**src/dacs_defs.svh**
```systemverilog
// Constants for the dual-channel converter serial sequencer
`ifndef DACS_DEFS_SVH
`define DACS_DEFS_SVH

`define DACS_RES_BITS      10
`define DACS_CTRL_BITS     8
`define DACS_ADDR_LOW_POS  3
`define DACS_ADDR_MID_POS  4
`define DACS_ADDR_TOP_POS  5

`define DACS_SLOT_IDLE     5'h00
`define DACS_SLOT_FIRST    5'h01
`define DACS_TRACK_LAST    5'h03
`define DACS_HOLD_SLOT     5'h04
`define DACS_MSB_SLOT      5'h05
`define DACS_LSB_SLOT      5'h0E
`define DACS_CTRL_LAST     5'h08
`define DACS_CONV_SLOTS    5'h10

`define DACS_CHAN_RST      1'h0
`define DACS_CTRL_RST      8'h00

`endif

```
**src/dacs_pkg.sv**
```systemverilog
// Types shared by the converter serial sequencer
package dacs_pkg;

    typedef struct packed {
        logic cs_n;
        logic sclk;
        logic din;
    } dacs_pins_type;

    typedef struct packed {
        logic fall;
        logic rise;
    } dacs_edges_type;

    typedef enum logic [2:0] {
        DACS_IDLE    = 3'b001,
        DACS_TRACK   = 3'b010,
        DACS_CONVERT = 3'b100
    } dacs_phase_type;

endpackage

```
**src/dacs_edge_gate.sv**
```systemverilog
// Gated internal serial clock edges, blocked while chip select is high
`timescale 1ns/1ps
module dacs_edge_gate (
    input  wire logic                    clk,
    input  wire logic                    rst_n,
    input  wire logic                    clk_en,
    input  wire dacs_pkg::dacs_pins_type pins,
    output dacs_pkg::dacs_edges_type     edges
);
    import dacs_pkg::*;

    logic cs_prev_r;
    logic sclk_prev_r;
    wire  cs_fall_low;
    wire  sclk_fall;
    wire  sclk_rise;

    // Chip select falling with clock parked low counts as a falling edge
    assign cs_fall_low = cs_prev_r & ~pins.cs_n & ~pins.sclk;
    assign sclk_fall   = ~cs_prev_r & ~pins.cs_n
                         & sclk_prev_r & ~pins.sclk;
    assign sclk_rise   = ~cs_prev_r & ~pins.cs_n
                         & ~sclk_prev_r & pins.sclk;

    assign edges.fall = cs_fall_low | sclk_fall;
    assign edges.rise = sclk_rise;

    always_ff @(posedge clk or negedge rst_n) begin
        if (!rst_n) begin
            cs_prev_r   <= 1'b1;
            sclk_prev_r <= 1'b0;
        end else if (clk_en) begin
            cs_prev_r   <= pins.cs_n;
            sclk_prev_r <= pins.sclk;
        end
    end
endmodule

```
**src/dacs_sar_core.sv**
```systemverilog
// Successive-approximation engine, one result bit per step, MSB first
`timescale 1ns/1ps
`include "dacs_defs.svh"
module dacs_sar_core #(
    parameter int RES_BITS = `DACS_RES_BITS
) (
    input  wire logic                clk,
    input  wire logic                rst_n,
    input  wire logic                clk_en,
    input  wire logic                start,
    input  wire logic                step,
    input  wire logic [RES_BITS-1:0] level,
    output logic                     cmp_bit
);
    import dacs_pkg::*;

    logic [RES_BITS-1:0] sample_r;
    logic [RES_BITS-1:0] acc_r;
    logic [RES_BITS-1:0] trial_r;
    wire  [RES_BITS-1:0] guess;

    // Straight binary: compare held sample to next trial code
    assign guess = acc_r | trial_r;
    assign cmp_bit = (sample_r >= guess);

    always_ff @(posedge clk or negedge rst_n) begin
        if (!rst_n) begin
            sample_r <= '0;
            acc_r    <= '0;
            trial_r  <= '0;
        end else if (clk_en) begin
            if (start) begin
                sample_r <= level;
                acc_r    <= '0;
                trial_r  <= {1'b1, {(RES_BITS-1){1'b0}}};
            end else if (step) begin
                acc_r   <= cmp_bit ? guess : acc_r;
                trial_r <= trial_r >> 1;
            end
        end
    end
endmodule

```
**src/dacs_sequencer.sv**
```systemverilog
// Serial frame sequencer of a two-channel 10-bit converter
`timescale 1ns/1ps
`include "dacs_defs.svh"

// What this block does
// - First 3 serial clock cycles of each conversion are track mode.
// - Next 13 cycles hold the sample and run the approximation.
// - Result leaves MSB first, starting at the fifth clock.
// - Result output driven only while chip select is low.
// - Powered down while chip select high and between conversions.
// - Track after each 16th rising edge, hold on the following 4th fall.
// - Serial clock edges are blocked while chip select is high.
// - Chip select falling with clock low acts as first falling edge.
// - Clock parked high: track starts on first falling edge after select.
// - Control word captured on first 8 rising edges of each conversion.
// - Captured channel applies to the next conversion, not this one.
// - Control bits 5 to 3 address the channel, others ignored.
// - Low address bit picks first or second input, mid and top bits ignored.
// - No warm-up needed; first conversion converts the first input.
// - Result is straight unsigned binary, step of supply over 1024.
// - Conversions repeat every 16 clocks while chip select is low.
// - Output changes after falling edges, host samples on rising.
module dacs_sequencer #(
    parameter int RES_BITS  = `DACS_RES_BITS,
    parameter int CTRL_BITS = `DACS_CTRL_BITS
) (
    input  wire logic                clk,
    input  wire logic                rst_n,
    input  wire logic                clk_en,
    input  wire logic                chip_select_n,
    input  wire logic                serial_clock,
    input  wire logic                serial_control_in,
    input  wire logic [RES_BITS-1:0] first_analog_input,
    input  wire logic [RES_BITS-1:0] second_analog_input,
    output logic                     serial_result_out,
    output logic                     serial_result_oe,
    output logic                     track_mode,
    output logic                     power_down,
    output logic                     active_channel
);
    import dacs_pkg::*;

    logic                 rst_meta_r;
    logic                 rst_sync_n_r;
    logic [4:0]           slot_r;
    dacs_phase_type       phase_r;
    logic [CTRL_BITS-1:0] channel_select_word_r;
    logic                 chan_sel_r;
    logic                 chan_cur_r;
    logic                 dout_r;
    logic                 oe_r;
    logic                 track_r;
    logic                 pdown_r;

    dacs_pins_type        pins;
    dacs_edges_type       edges;
    wire                  sar_bit;
    wire                  slot_wrap;
    wire [4:0]            slot_nxt;
    dacs_phase_type       phase_nxt;
    wire                  hold_start;
    wire                  result_step;
    wire                  capture;
    wire                  capture_last;
    wire [CTRL_BITS-1:0]  word_nxt;
    wire                  chan_sel_nxt;
    wire                  chan_cur_nxt;
    wire                  dout_nxt;
    wire                  pdown_nxt;
    wire [RES_BITS-1:0]   sample_mux;

    // Reset release through two flops
    always_ff @(posedge clk or negedge rst_n) begin
        if (!rst_n) begin
            rst_meta_r   <= 1'b0;
            rst_sync_n_r <= 1'b0;
        end else begin
            rst_meta_r   <= 1'b1;
            rst_sync_n_r <= rst_meta_r;
        end
    end

    assign pins.cs_n = chip_select_n;
    assign pins.sclk = serial_clock;
    assign pins.din  = serial_control_in;

    dacs_edge_gate u_gate (
        .clk    (clk),
        .rst_n  (rst_sync_n_r),
        .clk_en (clk_en),
        .pins   (pins),
        .edges  (edges)
    );

    // Slot counter: 1..16 within a conversion, 0 outside a frame
    assign slot_wrap = (slot_r == `DACS_SLOT_IDLE)
                       || (slot_r == `DACS_CONV_SLOTS);
    assign slot_nxt  = chip_select_n ? `DACS_SLOT_IDLE
                     : !edges.fall   ? slot_r
                     : slot_wrap     ? `DACS_SLOT_FIRST
                     : slot_r + 5'h01;

    always_comb begin
        case (1'b1)
            (slot_nxt == `DACS_SLOT_IDLE):  phase_nxt = DACS_IDLE;
            (slot_nxt <= `DACS_TRACK_LAST): phase_nxt = DACS_TRACK;
            default:                        phase_nxt = DACS_CONVERT;
        endcase
    end

    assign hold_start  = edges.fall && (slot_nxt == `DACS_HOLD_SLOT);
    assign result_step = edges.fall && (slot_nxt >= `DACS_MSB_SLOT)
                         && (slot_nxt <= `DACS_LSB_SLOT);

    // Control word shifts in on rising edges 1..8 of each conversion
    assign capture      = edges.rise && (slot_r >= `DACS_SLOT_FIRST)
                          && (slot_r <= `DACS_CTRL_LAST);
    assign capture_last = capture && (slot_r == `DACS_CTRL_LAST);
    assign word_nxt     = capture
                          ? {channel_select_word_r[CTRL_BITS-2:0],
                             pins.din}
                          : channel_select_word_r;
    // Only the low address bit steers the mux; bits 7..4 and 2..0 dropped
    assign chan_sel_nxt = capture_last ? word_nxt[`DACS_ADDR_LOW_POS]
                                       : chan_sel_r;
    // Channel sampled at hold is the one captured in the prior conversion
    assign chan_cur_nxt = hold_start ? chan_sel_r : chan_cur_r;
    assign sample_mux   = chan_sel_r ? second_analog_input
                                     : first_analog_input;

    dacs_sar_core #(
        .RES_BITS (RES_BITS)
    ) u_sar (
        .clk      (clk),
        .rst_n    (rst_sync_n_r),
        .clk_en   (clk_en),
        .start    (hold_start),
        .step     (result_step),
        .level    (sample_mux),
        .cmp_bit  (sar_bit)
    );

    // New bit after each falling edge, zero in non-result slots
    assign dout_nxt  = chip_select_n ? 1'b0
                     : !edges.fall   ? dout_r
                     : result_step   ? sar_bit
                     : 1'b0;
    assign pdown_nxt = chip_select_n
                       || (slot_nxt == `DACS_CONV_SLOTS);

    always_ff @(posedge clk or negedge rst_sync_n_r) begin
        if (!rst_sync_n_r) begin
            slot_r  <= `DACS_SLOT_IDLE;
            phase_r <= DACS_IDLE;
            dout_r  <= 1'b0;
            oe_r    <= 1'b0;
            track_r <= 1'b0;
            pdown_r <= 1'b1;
        end else if (clk_en) begin
            slot_r  <= slot_nxt;
            phase_r <= phase_nxt;
            dout_r  <= dout_nxt;
            oe_r    <= ~chip_select_n;
            track_r <= (phase_nxt == DACS_TRACK);
            pdown_r <= pdown_nxt;
        end
    end

    // Channel state survives frames; reset picks the first input
    always_ff @(posedge clk or negedge rst_sync_n_r) begin
        if (!rst_sync_n_r) begin
            channel_select_word_r <= `DACS_CTRL_RST;
            chan_sel_r            <= `DACS_CHAN_RST;
            chan_cur_r            <= `DACS_CHAN_RST;
        end else if (clk_en) begin
            channel_select_word_r <= word_nxt;
            chan_sel_r            <= chan_sel_nxt;
            chan_cur_r            <= chan_cur_nxt;
        end
    end

    assign serial_result_out = dout_r;
    assign serial_result_oe  = oe_r;
    assign track_mode        = track_r;
    assign power_down        = pdown_r;
    assign active_channel    = chan_cur_r;

    oe_follows_cs_a: assert property (
        @(posedge clk) disable iff (!rst_sync_n_r)
        clk_en |=> (serial_result_oe == !$past(chip_select_n)))
        else $error("output enable does not follow chip select");

    track_three_a: assert property (
        @(posedge clk) disable iff (!rst_sync_n_r)
        (clk_en && edges.fall && slot_nxt == `DACS_SLOT_FIRST)
        |=> (track_mode && phase_r == DACS_TRACK))
        else $error("track mode not entered on first falling edge");

    hold_fourth_a: assert property (
        @(posedge clk) disable iff (!rst_sync_n_r)
        (clk_en && hold_start)
        |=> (!track_mode && phase_r == DACS_CONVERT
             && slot_r == `DACS_HOLD_SLOT))
        else $error("hold not entered on fourth falling edge");

    track_after_wrap_a: assert property (
        @(posedge clk) disable iff (!rst_sync_n_r)
        (clk_en && !chip_select_n && edges.fall
         && slot_r == `DACS_CONV_SLOTS)
        |=> (slot_r == `DACS_SLOT_FIRST && track_mode))
        else $error("conversion did not restart after sixteen slots");

    slot_bound_a: assert property (
        @(posedge clk) disable iff (!rst_sync_n_r)
        slot_r <= `DACS_CONV_SLOTS)
        else $error("slot counter out of range");

    pad_zero_a: assert property (
        @(posedge clk) disable iff (!rst_sync_n_r)
        (clk_en && edges.fall && !result_step) |=> !serial_result_out)
        else $error("non-result slot drove a one");

    out_stable_a: assert property (
        @(posedge clk) disable iff (!rst_sync_n_r)
        (clk_en && !chip_select_n && !edges.fall)
        |=> $stable(serial_result_out))
        else $error("result changed without a falling edge");

    pdown_cs_a: assert property (
        @(posedge clk) disable iff (!rst_sync_n_r)
        (clk_en && chip_select_n) |=> (power_down && slot_r == 5'h00))
        else $error("not powered down while deselected");

    gate_block_a: assert property (
        @(posedge clk) disable iff (!rst_sync_n_r)
        chip_select_n |-> (!edges.fall && !edges.rise))
        else $error("clock edge leaked while deselected");

    chan_keep_a: assert property (
        @(posedge clk) disable iff (!rst_sync_n_r)
        (!capture_last || !clk_en) |=> $stable(chan_sel_r))
        else $error("channel changed outside eighth capture");

    chan_next_conv_a: assert property (
        @(posedge clk) disable iff (!rst_sync_n_r)
        (clk_en && hold_start) |=> (active_channel == $past(chan_sel_r)))
        else $error("conversion used wrong channel");

    pdown_gap_a: assert property (
        @(posedge clk) disable iff (!rst_sync_n_r)
        (clk_en && !chip_select_n && edges.fall
         && slot_r == `DACS_CONV_SLOTS - 5'h01)
        |=> power_down)
        else $error("no power-down after sixteenth falling edge");

    pdown_wake_a: assert property (
        @(posedge clk) disable iff (!rst_sync_n_r)
        (clk_en && !chip_select_n && edges.fall && slot_wrap)
        |=> (!power_down && serial_result_oe))
        else $error("still powered down after first falling edge");

    track_slots_a: assert property (
        @(posedge clk) disable iff (!rst_sync_n_r)
        track_mode == (slot_r >= `DACS_SLOT_FIRST
                       && slot_r <= `DACS_TRACK_LAST))
        else $error("track mode outside slots one to three");

    park_low_start_a: assert property (
        @(posedge clk) disable iff (!rst_sync_n_r)
        (clk_en && $past(clk_en) && $fell(chip_select_n) && !serial_clock)
        |=> (slot_r == `DACS_SLOT_FIRST && track_mode))
        else $error("select fall with clock low did not start tracking");

    park_high_wait_a: assert property (
        @(posedge clk) disable iff (!rst_sync_n_r)
        (clk_en && $past(clk_en) && $fell(chip_select_n) && serial_clock)
        |=> (slot_r == `DACS_SLOT_IDLE && !track_mode))
        else $error("tracking started before first clock fall");

    ctrl_window_a: assert property (
        @(posedge clk) disable iff (!rst_sync_n_r)
        (clk_en && edges.rise && slot_r > `DACS_CTRL_LAST)
        |=> $stable(channel_select_word_r))
        else $error("control bit taken after eighth rising edge");

    idle_keep_a: assert property (
        @(posedge clk) disable iff (!rst_sync_n_r)
        (clk_en && chip_select_n)
        |=> ($stable(channel_select_word_r) && $stable(chan_sel_r)
             && $stable(active_channel)))
        else $error("control state moved while deselected");

    dout_idle_a: assert property (
        @(posedge clk) disable iff (!rst_sync_n_r)
        (clk_en && chip_select_n)
        |=> (!serial_result_out && !serial_result_oe))
        else $error("result driven while deselected");

    // Low clock enable must leave the slot counter and all five outputs untouched
    freeze_hold_a: assert property (
        @(posedge clk) disable iff (!rst_sync_n_r)
        !clk_en
        |=> ($stable(slot_r) && $stable(serial_result_out)
             && $stable(track_mode) && $stable(power_down)
             && $stable(serial_result_oe) && $stable(active_channel)))
        else $error("state moved while clock enable low");
endmodule

```
**config.mk**
```make
export PLATFORM = sky130hd
export DESIGN_NAME = dacs_sequencer
export DESIGN_NICKNAME = d
export VERILOG_FILES = /design/src/dacs_pkg.sv /design/src/dacs_edge_gate.sv /design/src/dacs_sar_core.sv /design/src/dacs_sequencer.sv
export VERILOG_INCLUDE_DIRS = /design/src
export SDC_FILE = /design/constraint.sdc
export NUM_CORES = 1
export LEC_CHECK = 0
export BUFFER_PORTS_ARGS = -buffer_cell sky130_fd_sc_hd__buf_2
export CORE_MARGIN = 2
export CORE_UTILIZATION = 50
export CTS_BUF_LIST = sky130_fd_sc_hd__clkbuf_8 sky130_fd_sc_hd__clkbuf_16
export CTS_CLUSTER_DIAMETER = 60
export DETAILED_ROUTE_END_ITERATION = 10
export PLACE_DENSITY = 0.78
export SKIP_LAST_GASP = 1
export SYNTH_ARGS = -nofsm -noshare
export SYNTH_HDL_FRONTEND = slang
export SYNTH_SLANG_ARGS = --single-unit
```
**constraint.sdc**
```tcl
create_clock -name clk -period 1.95 [get_ports clk]
set_input_delay 0.39 -clock clk [delete_from_list [all_inputs] [get_ports clk]]
set_output_delay 0.39 -clock clk [all_outputs]
set_load 0.02 [all_outputs]
```
==> metrics.csv, run 1 <==
metric,value,unit
Clock Latency Late Sink,310,ps
final-report hold violation count,0,
final setup TNS,-12790,ps
largest net degree at the start of global routing,21,
Die Y,73.7,um
nets,347,
Num Clock Sinks,48,
Die W,73.7,um
wire per inst,19.9,um
Core ar.,4690,um2
layout cells sized above 1,48.2,%
synth unique cells,45,
maxcap violations,0,
Setup WS pre-CTS,-533,ps
critical path type,flip-flop to flip-flop,
Pre-antenna DRT Iters,4,
failing checks,negative setup slack,
Clock Tree Root,clkbuf_8,
Initial Util,51.7,%
slew margin rel.,61.4,%
fmax,406,MHz
routed vias/inst,5.97,
#FFs+latches synth,48,
PortBufs,30,
Post-synth EDFFs,0,
CTS buffer count,5,
Tcrit/Tclk final,126,%
gpl congestion,0.884,
met2 WL post-DR,3700,um
clock slew at reported path FFs,100,ps
DR iter-0 viols,164,
"Seq/Total Area, Yosys",49.6,%
Netlist Area Pre-Place,2430,um2
peak supply drop,697,uV
initial antenna violation count,0,
crit end category,flip-flop,
Synthesis Warnings,0,
Final HPWL DP,3870,um
die area,5430,um2
Top Metal Used,met4,
minimum clock period,2470,ps
Slew @ Worst Pin,579,ps
num rows,25,
number of antenna diodes,0,
Total GRT Usage,25.8,%
maximum clock insertion buffer count,2,
Hold Path Class,flip-flop to asynchronous set/reset pin,
vias in the first global route,2049,
Final ANT Viol Nets,0,
I/O pin count,31,
Max Slew Vio Count,0,
WHS,222,ps
first-pass GRT wire length,10300,um
grt total ovfl,0,
CTS tree,built,
# DRC,0,
Synth Area per Inst,11.3,um2
"Setup violations, final",34,
Final Core Density,75.3,%
P&R area growth vs syn,45.5,%
wire length on met3,441,um
setup ws final,-516,ps
LEAKAGE,1.67,nW
Synth Net Count,254,
Post-synth ARST share,100,%
Post-Syn Instances,215,
Most used DFF post-synth,dfrtp_1,
CP startpoint kind,flip-flop,
crit path DAT,2670,ps
status,"complete, but fails checks",
Critical Path Fanout Max,6,
"Power, Total",2.65,mW
WL met1,2890,um
Routed WL,7220,um
Worst Skew,8.95,ps
CP required,2160,ps
Vias,2167,
PD cells,749,nW/um2
CTS H-tree depth,2,
RSZ-0062 raised after global routing,true,
-- where the power goes --
group | switching [mW] | total, mW | internal (mW)
clock | 0.363 | 0.880 | 0.516
sequential | 0.0577 | 1.12 | 1.07
combinational | 0.320 | 0.642 | 0.322
-- final timing paths --
path	slack, ps	depth (start not counted)	startpoint	to
max reg2reg	-520	9	u_sar.trial_r[5]$_DFFE_PN0P_	u_sar.acc_r[8]$_DFFE_PN0P_
max in group asynchronous	1090	1	rst_sync_n_r$_DFF_PN0_	u_gate.cs_prev_r$_DFFE_PN1P_
min	220	0	rst_sync_n_r$_DFF_PN0_	u_sar.acc_r[9]$_DFFE_PN0P_
max	-520	9	u_sar.trial_r[5]$_DFFE_PN0P_	u_sar.acc_r[8]$_DFFE_PN0P_
min in group clk	320	2	serial_control_in	channel_select_word_r[0]$_DFFE_PN0P_
min reg2reg	220	0	rst_sync_n_r$_DFF_PN0_	u_sar.acc_r[9]$_DFFE_PN0P_
-- layout by cell type, fill, tap and decap left out, types with 3 or more instances in the layout --
cell type | netlist | layout
nor2b_1 | 4 | 3
mux2_2 | 9 | 7
nand2_2 | 0 | 4
buf_8 | 0 | 3
ha_1 | 13 | 11
nand2_1 | 13 | 8
nor3_4 | 0 | 3
mux2i_1 | 13 | 12
nor2_1 | 13 | 12
dfrtp_1 | 46 | 45
inv_1 | 6 | 4
buf_4 | 1 | 49
o21ai_2 | 0 | 4
nand2b_1 | 3 | 3
clkbuf_8 | 0 | 5
a21oi_1 | 5 | 4
buf_6 | 2 | 7
o21ai_0 | 17 | 9
buf_2 | 0 | 30
a22o_1 | 19 | 19
o21ai_1 | 0 | 4
-- per-stage QoR --
step | cells | area, um2
global placement | 335 | 2960
detailed placement | 335 | 2960
finish | 363 | 3530
global route | 363 | 3530
CTS | 356 | 3380
floorplan | 215 | 2450
-- worst max-delay path: stages, from the launching register on --
cell	delay, ps
dfrtp_1	420
nor2_2	140
ha_1	270
a2111o_1	420
a31oi_1	210
o21ai_1	170
a221oi_2	260
buf_4	180
nor3_4	60
a22o_1	230
-- flip-flops by register name, summed over array words and instances, names as in the netlist, 3 cells and up --
register               count
channel_select_word_r      3
slot_r                     5
u_sar.acc_r               10
u_sar.sample_r            10
u_sar.trial_r             10
-- synthesized netlist by cell type, drive strengths merged, types with 4 or more instances --
library cell	number	area, um2
a21oi	5	25.0
a22o	19	166
clkbuf	7	26.3
dfrtp	46	1150
ha	13	163
inv	6	22.5
mux2	9	101
mux2i	13	130
nand2	13	48.8
nor2	14	55.1
nor2b	4	25.0
nor3	5	30.0
o21ai	17	85.1
-- metal layers --
metal  GRT usage (%)  vias up
li1                -      983
met1            35.0     1063
met2            43.8      103
met3            3.70       18
met4            6.26        0
met5               0        -
-- final cells by class --
cell class              instances  area (um2)
clock inverters                 3        68.8
inverters                       6        22.5
clock buffers                   5        68.8
flip-flops and latches         48        1200
well taps                      54        67.6
multi-input cells             153        1350
fillers                       268        1160
repair buffers                 94         744
-- cell families (layout without fill, tap and decap cells) --
| logic type | Yosys count | after routing | synth area share, % |
|---|---|---|---|
| AO/OA/AOI/OAI | 62 | 62 | 19.1 |
| XOR/XNOR | 3 | 3 | 1.08 |
| adder cells (fa/ha/maj) | 13 | 13 | 6.70 |
| buffers and inverters | 16 | 108 | 3.25 |
| flip-flops | 48 | 48 | 49.6 |
| multiplexers | 22 | 22 | 9.54 |
| other | 1 | 1 | 0.154 |
| AND/OR/NAND/NOR | 50 | 52 | 10.6 |
-- what timing repair did --
item / 4_1_cts / 5_1_grt
hold buffers: 1 / 0
endpoints found under the hold margin: 2 / 0
endpoints found under the setup margin: 36 / 39
buffers inserted: 10 / 5
resized for setup: 41 / 22
cloned: 3 / 3
pin swaps: 7 / 15
(Power assumes the default switching activity.)
==> run 2: changes to the inputs <==
- BUFFER_PORTS_ARGS: -buffer_cell sky130_fd_sc_hd__buf_2 -> default
- DONT_BUFFER_PORTS: default -> 1
- PLACE_DENSITY: 0.78 -> 0.73
==> run 2 against run 1 <==
Sequential power hardly changed. Final cell count decreased by 11%. The run still ends with negative setup slack left. Design area decreased by 9.9%. Critical endpoint unchanged. Die area is the same. Largest power group unchanged.
==> metrics.csv, run 2 (synthesis results as in run 1) <==
metric,value,unit,change
number of antenna diodes,0,,unchanged
# DRC,0,,unchanged
slowest stage cell on the critical path,dfrtp_1,,
maximum clock insertion buffer count,2,,unchanged
"Setup violations, final",33,,-2.9%
initial antenna violation count,0,,unchanged
Setup WS pre-CTS,-572,ps,-39.4 ps
Num Clock Sinks,48,,unchanged
wire per inst,17.5,um,-12%
Pre-antenna DRT Iters,4,,unchanged
die area,5430,um2,unchanged
PortBufs,0,,-100%
DR iter-0 viols,104,,-37%
Slew @ Worst Pin,641,ps,+62.2 ps
maxcap violations,0,,unchanged
largest net degree at the start of global routing,26,,+24%
P&R area growth vs syn,31.0,%,
slew margin rel.,57.3,%,-4.1 points
Die W,73.7,um,unchanged
Most Crowded Layer GR,met2,,
Hold Path Class,input port to flip-flop,,
placed cell area,2770,um2,-6.4%
Storage cell area,1200,um2,unchanged
crit path DAT,2560,ps,-110 ps
"critical path, cell by cell",inv_2 > ha_4 > or3b_1 > a31o_1 > or2_1 > o41ai_4 > buf_4 > nor3_4 > buf_6 > a22o_1,,
num rows,25,,unchanged
Die Y,73.7,um,unchanged
CTS H-tree depth,2,,unchanged
"commonest non-fill, non-tap cell in the layout",dfrtp_1,,
Routed WL,5620,um,-22%
Initial Util,51.7,%,unchanged
CP startpoint kind,flip-flop,,
nets,306,,-12%
Core ar.,4690,um2,unchanged
Slowest Stage Delay on Critical Path,410,ps,about the same
minimum clock period,2370,ps,-97.4 ps
R2R setup slack,-420,ps,+100 ps
clock slew at reported path FFs,90,ps,about the same
routing usage on met1,33.2,%,-1.8 points
top flop regs,"u_sar.acc_r: 10 flops, u_sar.sample_r: 10 flops, u_sar.trial_r: 10 flops",,
Final HPWL DP,3620,um,-6.5%
peak supply drop,736,uV,+5.6%
Total GRT Usage,23.3,%,-2.5 points
most frequent cells in the layout,"dfrtp_1, buf_4, a22o_1",,
RSZ-0062 raised after global routing,true,,
critical path type,flip-flop to flip-flop,,
layout cells sized above 1,40.3,%,-7.9 points
"Power, Total",2.21,mW,-17%
LEAKAGE,1.46,nW,-13%
Critical Path Fanout Max,4,,-2
routed vias/inst,5.83,,-2.4%
status,"complete, but fails checks",,
CTS buffer count,5,,unchanged
GR Util met2,35.9,%,-7.9 points
Inst Count DP,300,,-10%
setup ws final,-418,ps,+97.4 ps
CTS tree,built,,
crit end category,flip-flop,,
final-report hold violation count,0,,unchanged
vias in the first global route,1910,,-6.8%
CP required,2140,ps,-20 ps
I/O pin count,31,,unchanged
Clock Tree Root,clkbuf_8,,
area of the multi-input gates,1310,um2,-3.0%
failing checks,negative setup slack,,
PD cells,694,nW/um2,-7.4%
Vias,1877,,-13%
Clock Latency Late Sink,300,ps,about the same
post-route cell area,3180,um2,-9.9%
Max Slew Vio Count,0,,unchanged
first-pass GRT wire length,9400,um,-8.8%
grt total ovfl,0,,unchanged
Final Non-Filler Cells,322,,-11%
fmax,422,MHz,+4.1%
Worst Skew,7.65,ps,-1.30 ps
met3 Use GR,5.49,%,+1.8 points
Final ANT Viol Nets,0,,unchanged
fillers,316,,+18%
Tcrit/Tclk final,121,%,-5.0 points
gpl congestion,0.883,,-0.10%
==> run 2: cell types whose count changed in the layout (fill, tap and decap cells not counted), moves of 2 or more <==
cell	before	now
buf_2	30	0
buf_4	49	41
nand2_2	4	6
buf_6	7	11
o21ai_1	4	7
bufinv_16	2	0
o21ai_0	9	5
buf_12	2	0
buf_8	3	1
nand2_1	8	5
nor3_4	3	1
==> run 2: worst paths after layout <==
path                                             start                            to  depth (start not counted)
worst max-delay path             slot_r[1]$_DFFE_PN0P_    u_sar.acc_r[8]$_DFFE_PN0P_                         10
worst min-delay path                            clk_en        power_down$_DFFE_PN1P_                          1
worst max register to register   slot_r[1]$_DFFE_PN0P_    u_sar.acc_r[8]$_DFFE_PN0P_                         10
min in group asynchronous       rst_sync_n_r$_DFF_PN0_         slot_r[4]$_DFFE_PN0P_                          0
max in group asynchronous       rst_sync_n_r$_DFF_PN0_  u_gate.cs_prev_r$_DFFE_PN1P_                          1
worst min register to register  rst_sync_n_r$_DFF_PN0_         slot_r[4]$_DFFE_PN0P_                          0
==> run 2: routing by layer <==
metal | routed length, um | share of wire (%)
met1 | 2620 | 47
met2 | 2720 | 48
met3 | 196 | 3.5
met4 | 82 | 1.5
met5 | 0 | 0
==> run 2: metrics by stage <==
stage	util [%]	TNS [ps]	hold slack (ps)
after floorplan	-	-7160	94.4
after global placement	59.0	-10200	94.5
after detailed placement	59.0	-12240	94.5
after CTS	66.3	-8020	124
after global routing	67.8	-12200	139
final	67.8	-9420	132
==> run 2: timing repair <==
action,CTS,global route
resized for setup,49,15
setup endpoints to repair,33,36
hold buffers,1,0
gates cloned,3,0
pin swaps,19,8
buffers inserted,8,3
endpoints found under the hold margin,2,0
==> run 2: critical path: cells and delay by family, from the launching register on <==
family / cells / cell delay, ps
AO/OA/AOI/OAI: 3 / 640
flip-flops: 1 / 410
AND/OR/NAND/NOR: 3 / 650
adder cells (fa/ha/maj): 1 / 130
buffers and inverters: 3 / 440
==> run 2: layout make-up <==
type | instances | share of cell area [%]
Tap cell | 54 | 2.12
Clock inverter | 3 | 0.629
Inverter | 6 | 0.708
Sequential cell | 48 | 37.9
Clock buffer | 5 | 2.16
Multi-Input combinational cell | 151 | 41.3
Timing Repair Buffer | 55 | 15.2
==> run 2: power breakdown <==
| group | internal, mW | switching [mW] |
|---|---|---|
| combinational | 0.255 | 0.224 |
| sequential | 1.07 | 0.0708 |
| clock | 0.250 | 0.342 |
==> run 3: changes to the inputs <==
- PLACE_DENSITY: 0.73 -> default
- PLACE_DENSITY_LB_ADDON: default -> 0.12
==> run 3 against run 2 <==
The run still ends with negative setup slack left. Flip-flop and latch count is the same. Clock-buffer cell count up 1. Wire length down 0.55%. Maximum frequency fell by 2.8%. Final cell count rose by 2.5%. Worst hold slack got worse by 15 ps. Global-route usage is 0.50 points lower. Non-clock buffer count is 7 higher. Critical path type unchanged.
==> metrics.csv, run 3 (synthesis results as in run 1) <==
metric,value,unit,change
top flop regs,"u_sar.acc_r: 10 flops, u_sar.sample_r: 10 flops, u_sar.trial_r: 10 flops",,
largest net degree at the start of global routing,25,,-3.8%
CP required,2150,ps,about the same
maxcap violations,0,,unchanged
peak supply drop,399,uV,-46%
gpl congestion,0.777,,-12%
minimum clock period,2440,ps,+67.2 ps
PD cells,736,nW/um2,+6.0%
status,"complete, but fails checks",,
I/O pin count,31,,unchanged
clock slew at reported path FFs,90,ps,about the same
layout cells sized above 1,40.9,%,+0.64 points
"Setup violations, final",34,,+3.0%
Vias,1892,,+0.80%
critical path type,flip-flop to flip-flop,,
slew margin rel.,57.3,%,about the same
Worst Skew,7.05,ps,-0.602 ps
grt total ovfl,0,,unchanged
Clock Latency Late Sink,310,ps,about the same
Die Y,73.7,um,unchanged
"Power, Total",2.42,mW,+9.7%
Max Slew Vio Count,0,,unchanged
routed vias/inst,5.73,,-1.6%
DR iter-0 viols,144,,+38%
Final HPWL DP,3640,um,+0.60%
wire per inst,16.9,um,-3.0%
Final Non-Filler Cells,330,,+2.5%
Pre-antenna DRT Iters,4,,unchanged
CTS buffer count,5,,unchanged
RSZ-0062 raised after global routing,true,,
crit end category,flip-flop,,
Tcrit/Tclk final,125,%,+3.4 points
most frequent cells in the layout,"buf_4, dfrtp_1, a22o_1",,
Inst Count DP,299,,-0.33%
fillers,357,,+13%
LEAKAGE,1.51,nW,+3.6%
PortBufs,0,,unchanged
Die W,73.7,um,unchanged
fmax,411,MHz,-2.8%
Initial Util,51.7,%,unchanged
CP startpoint kind,flip-flop,,
Slew @ Worst Pin,635,ps,-5.39 ps
Num Clock Sinks,48,,unchanged
P&R area growth vs syn,35.6,%,
maximum clock insertion buffer count,2,,unchanged
CTS tree,built,,
num rows,25,,unchanged
number of antenna diodes,0,,unchanged
vias in the first global route,1940,,+1.6%
crit path DAT,2630,ps,+70 ps
Final ANT Viol Nets,0,,unchanged
failing checks,negative setup slack,,
Critical Path Fanout Max,11,,+7
setup ws final,-486,ps,-67.2 ps
final-report hold violation count,0,,unchanged
Routed WL,5590,um,-0.55%
# DRC,0,,unchanged
Clock Tree Root,clkbuf_8,,
Core ar.,4690,um2,unchanged
"commonest non-fill, non-tap cell in the layout",buf_4,,
CTS H-tree depth,2,,unchanged
die area,5430,um2,unchanged
Hold Path Class,input port to flip-flop,,
nets,314,,+2.6%
initial antenna violation count,0,,unchanged
Total GRT Usage,22.8,%,-0.50 points
first-pass GRT wire length,9340,um,-0.73%
==> run 3: cell count changes in the layout (fill, tap and decap cells not counted), sizes merged <==
cell	change
bufinv	+1
clkinvlp	-1
buf	+7
nor2	+1
inv	-1
clkbuf	+1
==> run 3: timing repair <==
item	in CTS	in global routing
hold buffers	1	0
gates cloned	4	0
hold endpoints to repair	2	0
setup buffers	19	4
pin swaps	21	7
resized for setup	46	17
setup endpoints to repair	36	39
==> run 3: layout make-up <==
class / count / area (um2) / share of cell area (%)
tap: 54 / 67.6 / 2.05
sequential: 48 / 1210 / 36.6
timing repair buffer: 62 / 518 / 15.7
clock buffer: 6 / 82.6 / 2.51
inverter: 6 / 22.5 / 0.684
multi-input combinational: 152 / 1360 / 41.2
clock inverter: 2 / 38.8 / 1.18
==> run 3: where the power goes <==
part,internal (mW),switching [mW]
Clock,0.420,0.347
Combinational,0.282,0.243
Sequential,1.07,0.0656
==> run 3: path summary, 6_finish.rpt <==
kind	startpoint	end	slack, ps	cells after the start
max	slot_r[0]$_DFFE_PN0P_	u_sar.acc_r[8]$_DFFE_PN0P_	-490	10
min	clk_en	power_down$_DFFE_PN1P_	120	1
max reg2reg	slot_r[0]$_DFFE_PN0P_	u_sar.acc_r[8]$_DFFE_PN0P_	-490	10
min reg2reg	rst_sync_n_r$_DFF_PN0_	u_sar.acc_r[9]$_DFFE_PN0P_	250	0
max in group asynchronous	rst_sync_n_r$_DFF_PN0_	u_gate.cs_prev_r$_DFFE_PN1P_	1040	1
min in group asynchronous	rst_sync_n_r$_DFF_PN0_	u_sar.acc_r[9]$_DFFE_PN0P_	250	0
==> run 3: layer usage <==
metal	share of wire [%]	track usage, %
met1	47	34.0
met5	0	0
met2	46	33.3
met3	4.4	4.53
met4	2.6	7.88
==> run 3: stage by stage <==
stage / setup slack, ps / util (%) / setup TNS [ps] / hold slack, ps / instance area, um2
after global placement: -498 / 58.8 / -10830 / 94.5 / 2760
after detailed placement: -556 / 58.8 / -12220 / 94.5 / 2760
after CTS: -387 / 68.8 / -9900 / 125 / 3230
final: -486 / 70.2 / -11310 / 117 / 3290
after global routing: -542 / 70.2 / -13990 / 103 / 3290
after floorplan: -293 / - / -7160 / 94.4 / 2450
==> run 3: critical path, stage by stage (launching register included) <==
cell     delay, ps
dfrtp_1        410
inv_2           90
ha_4           130
or3b_1         340
a31o_1         200
or2_4          240
o41ai_4        290
buf_4          200
nor3_4          40
buf_12         150
a22o_1         230
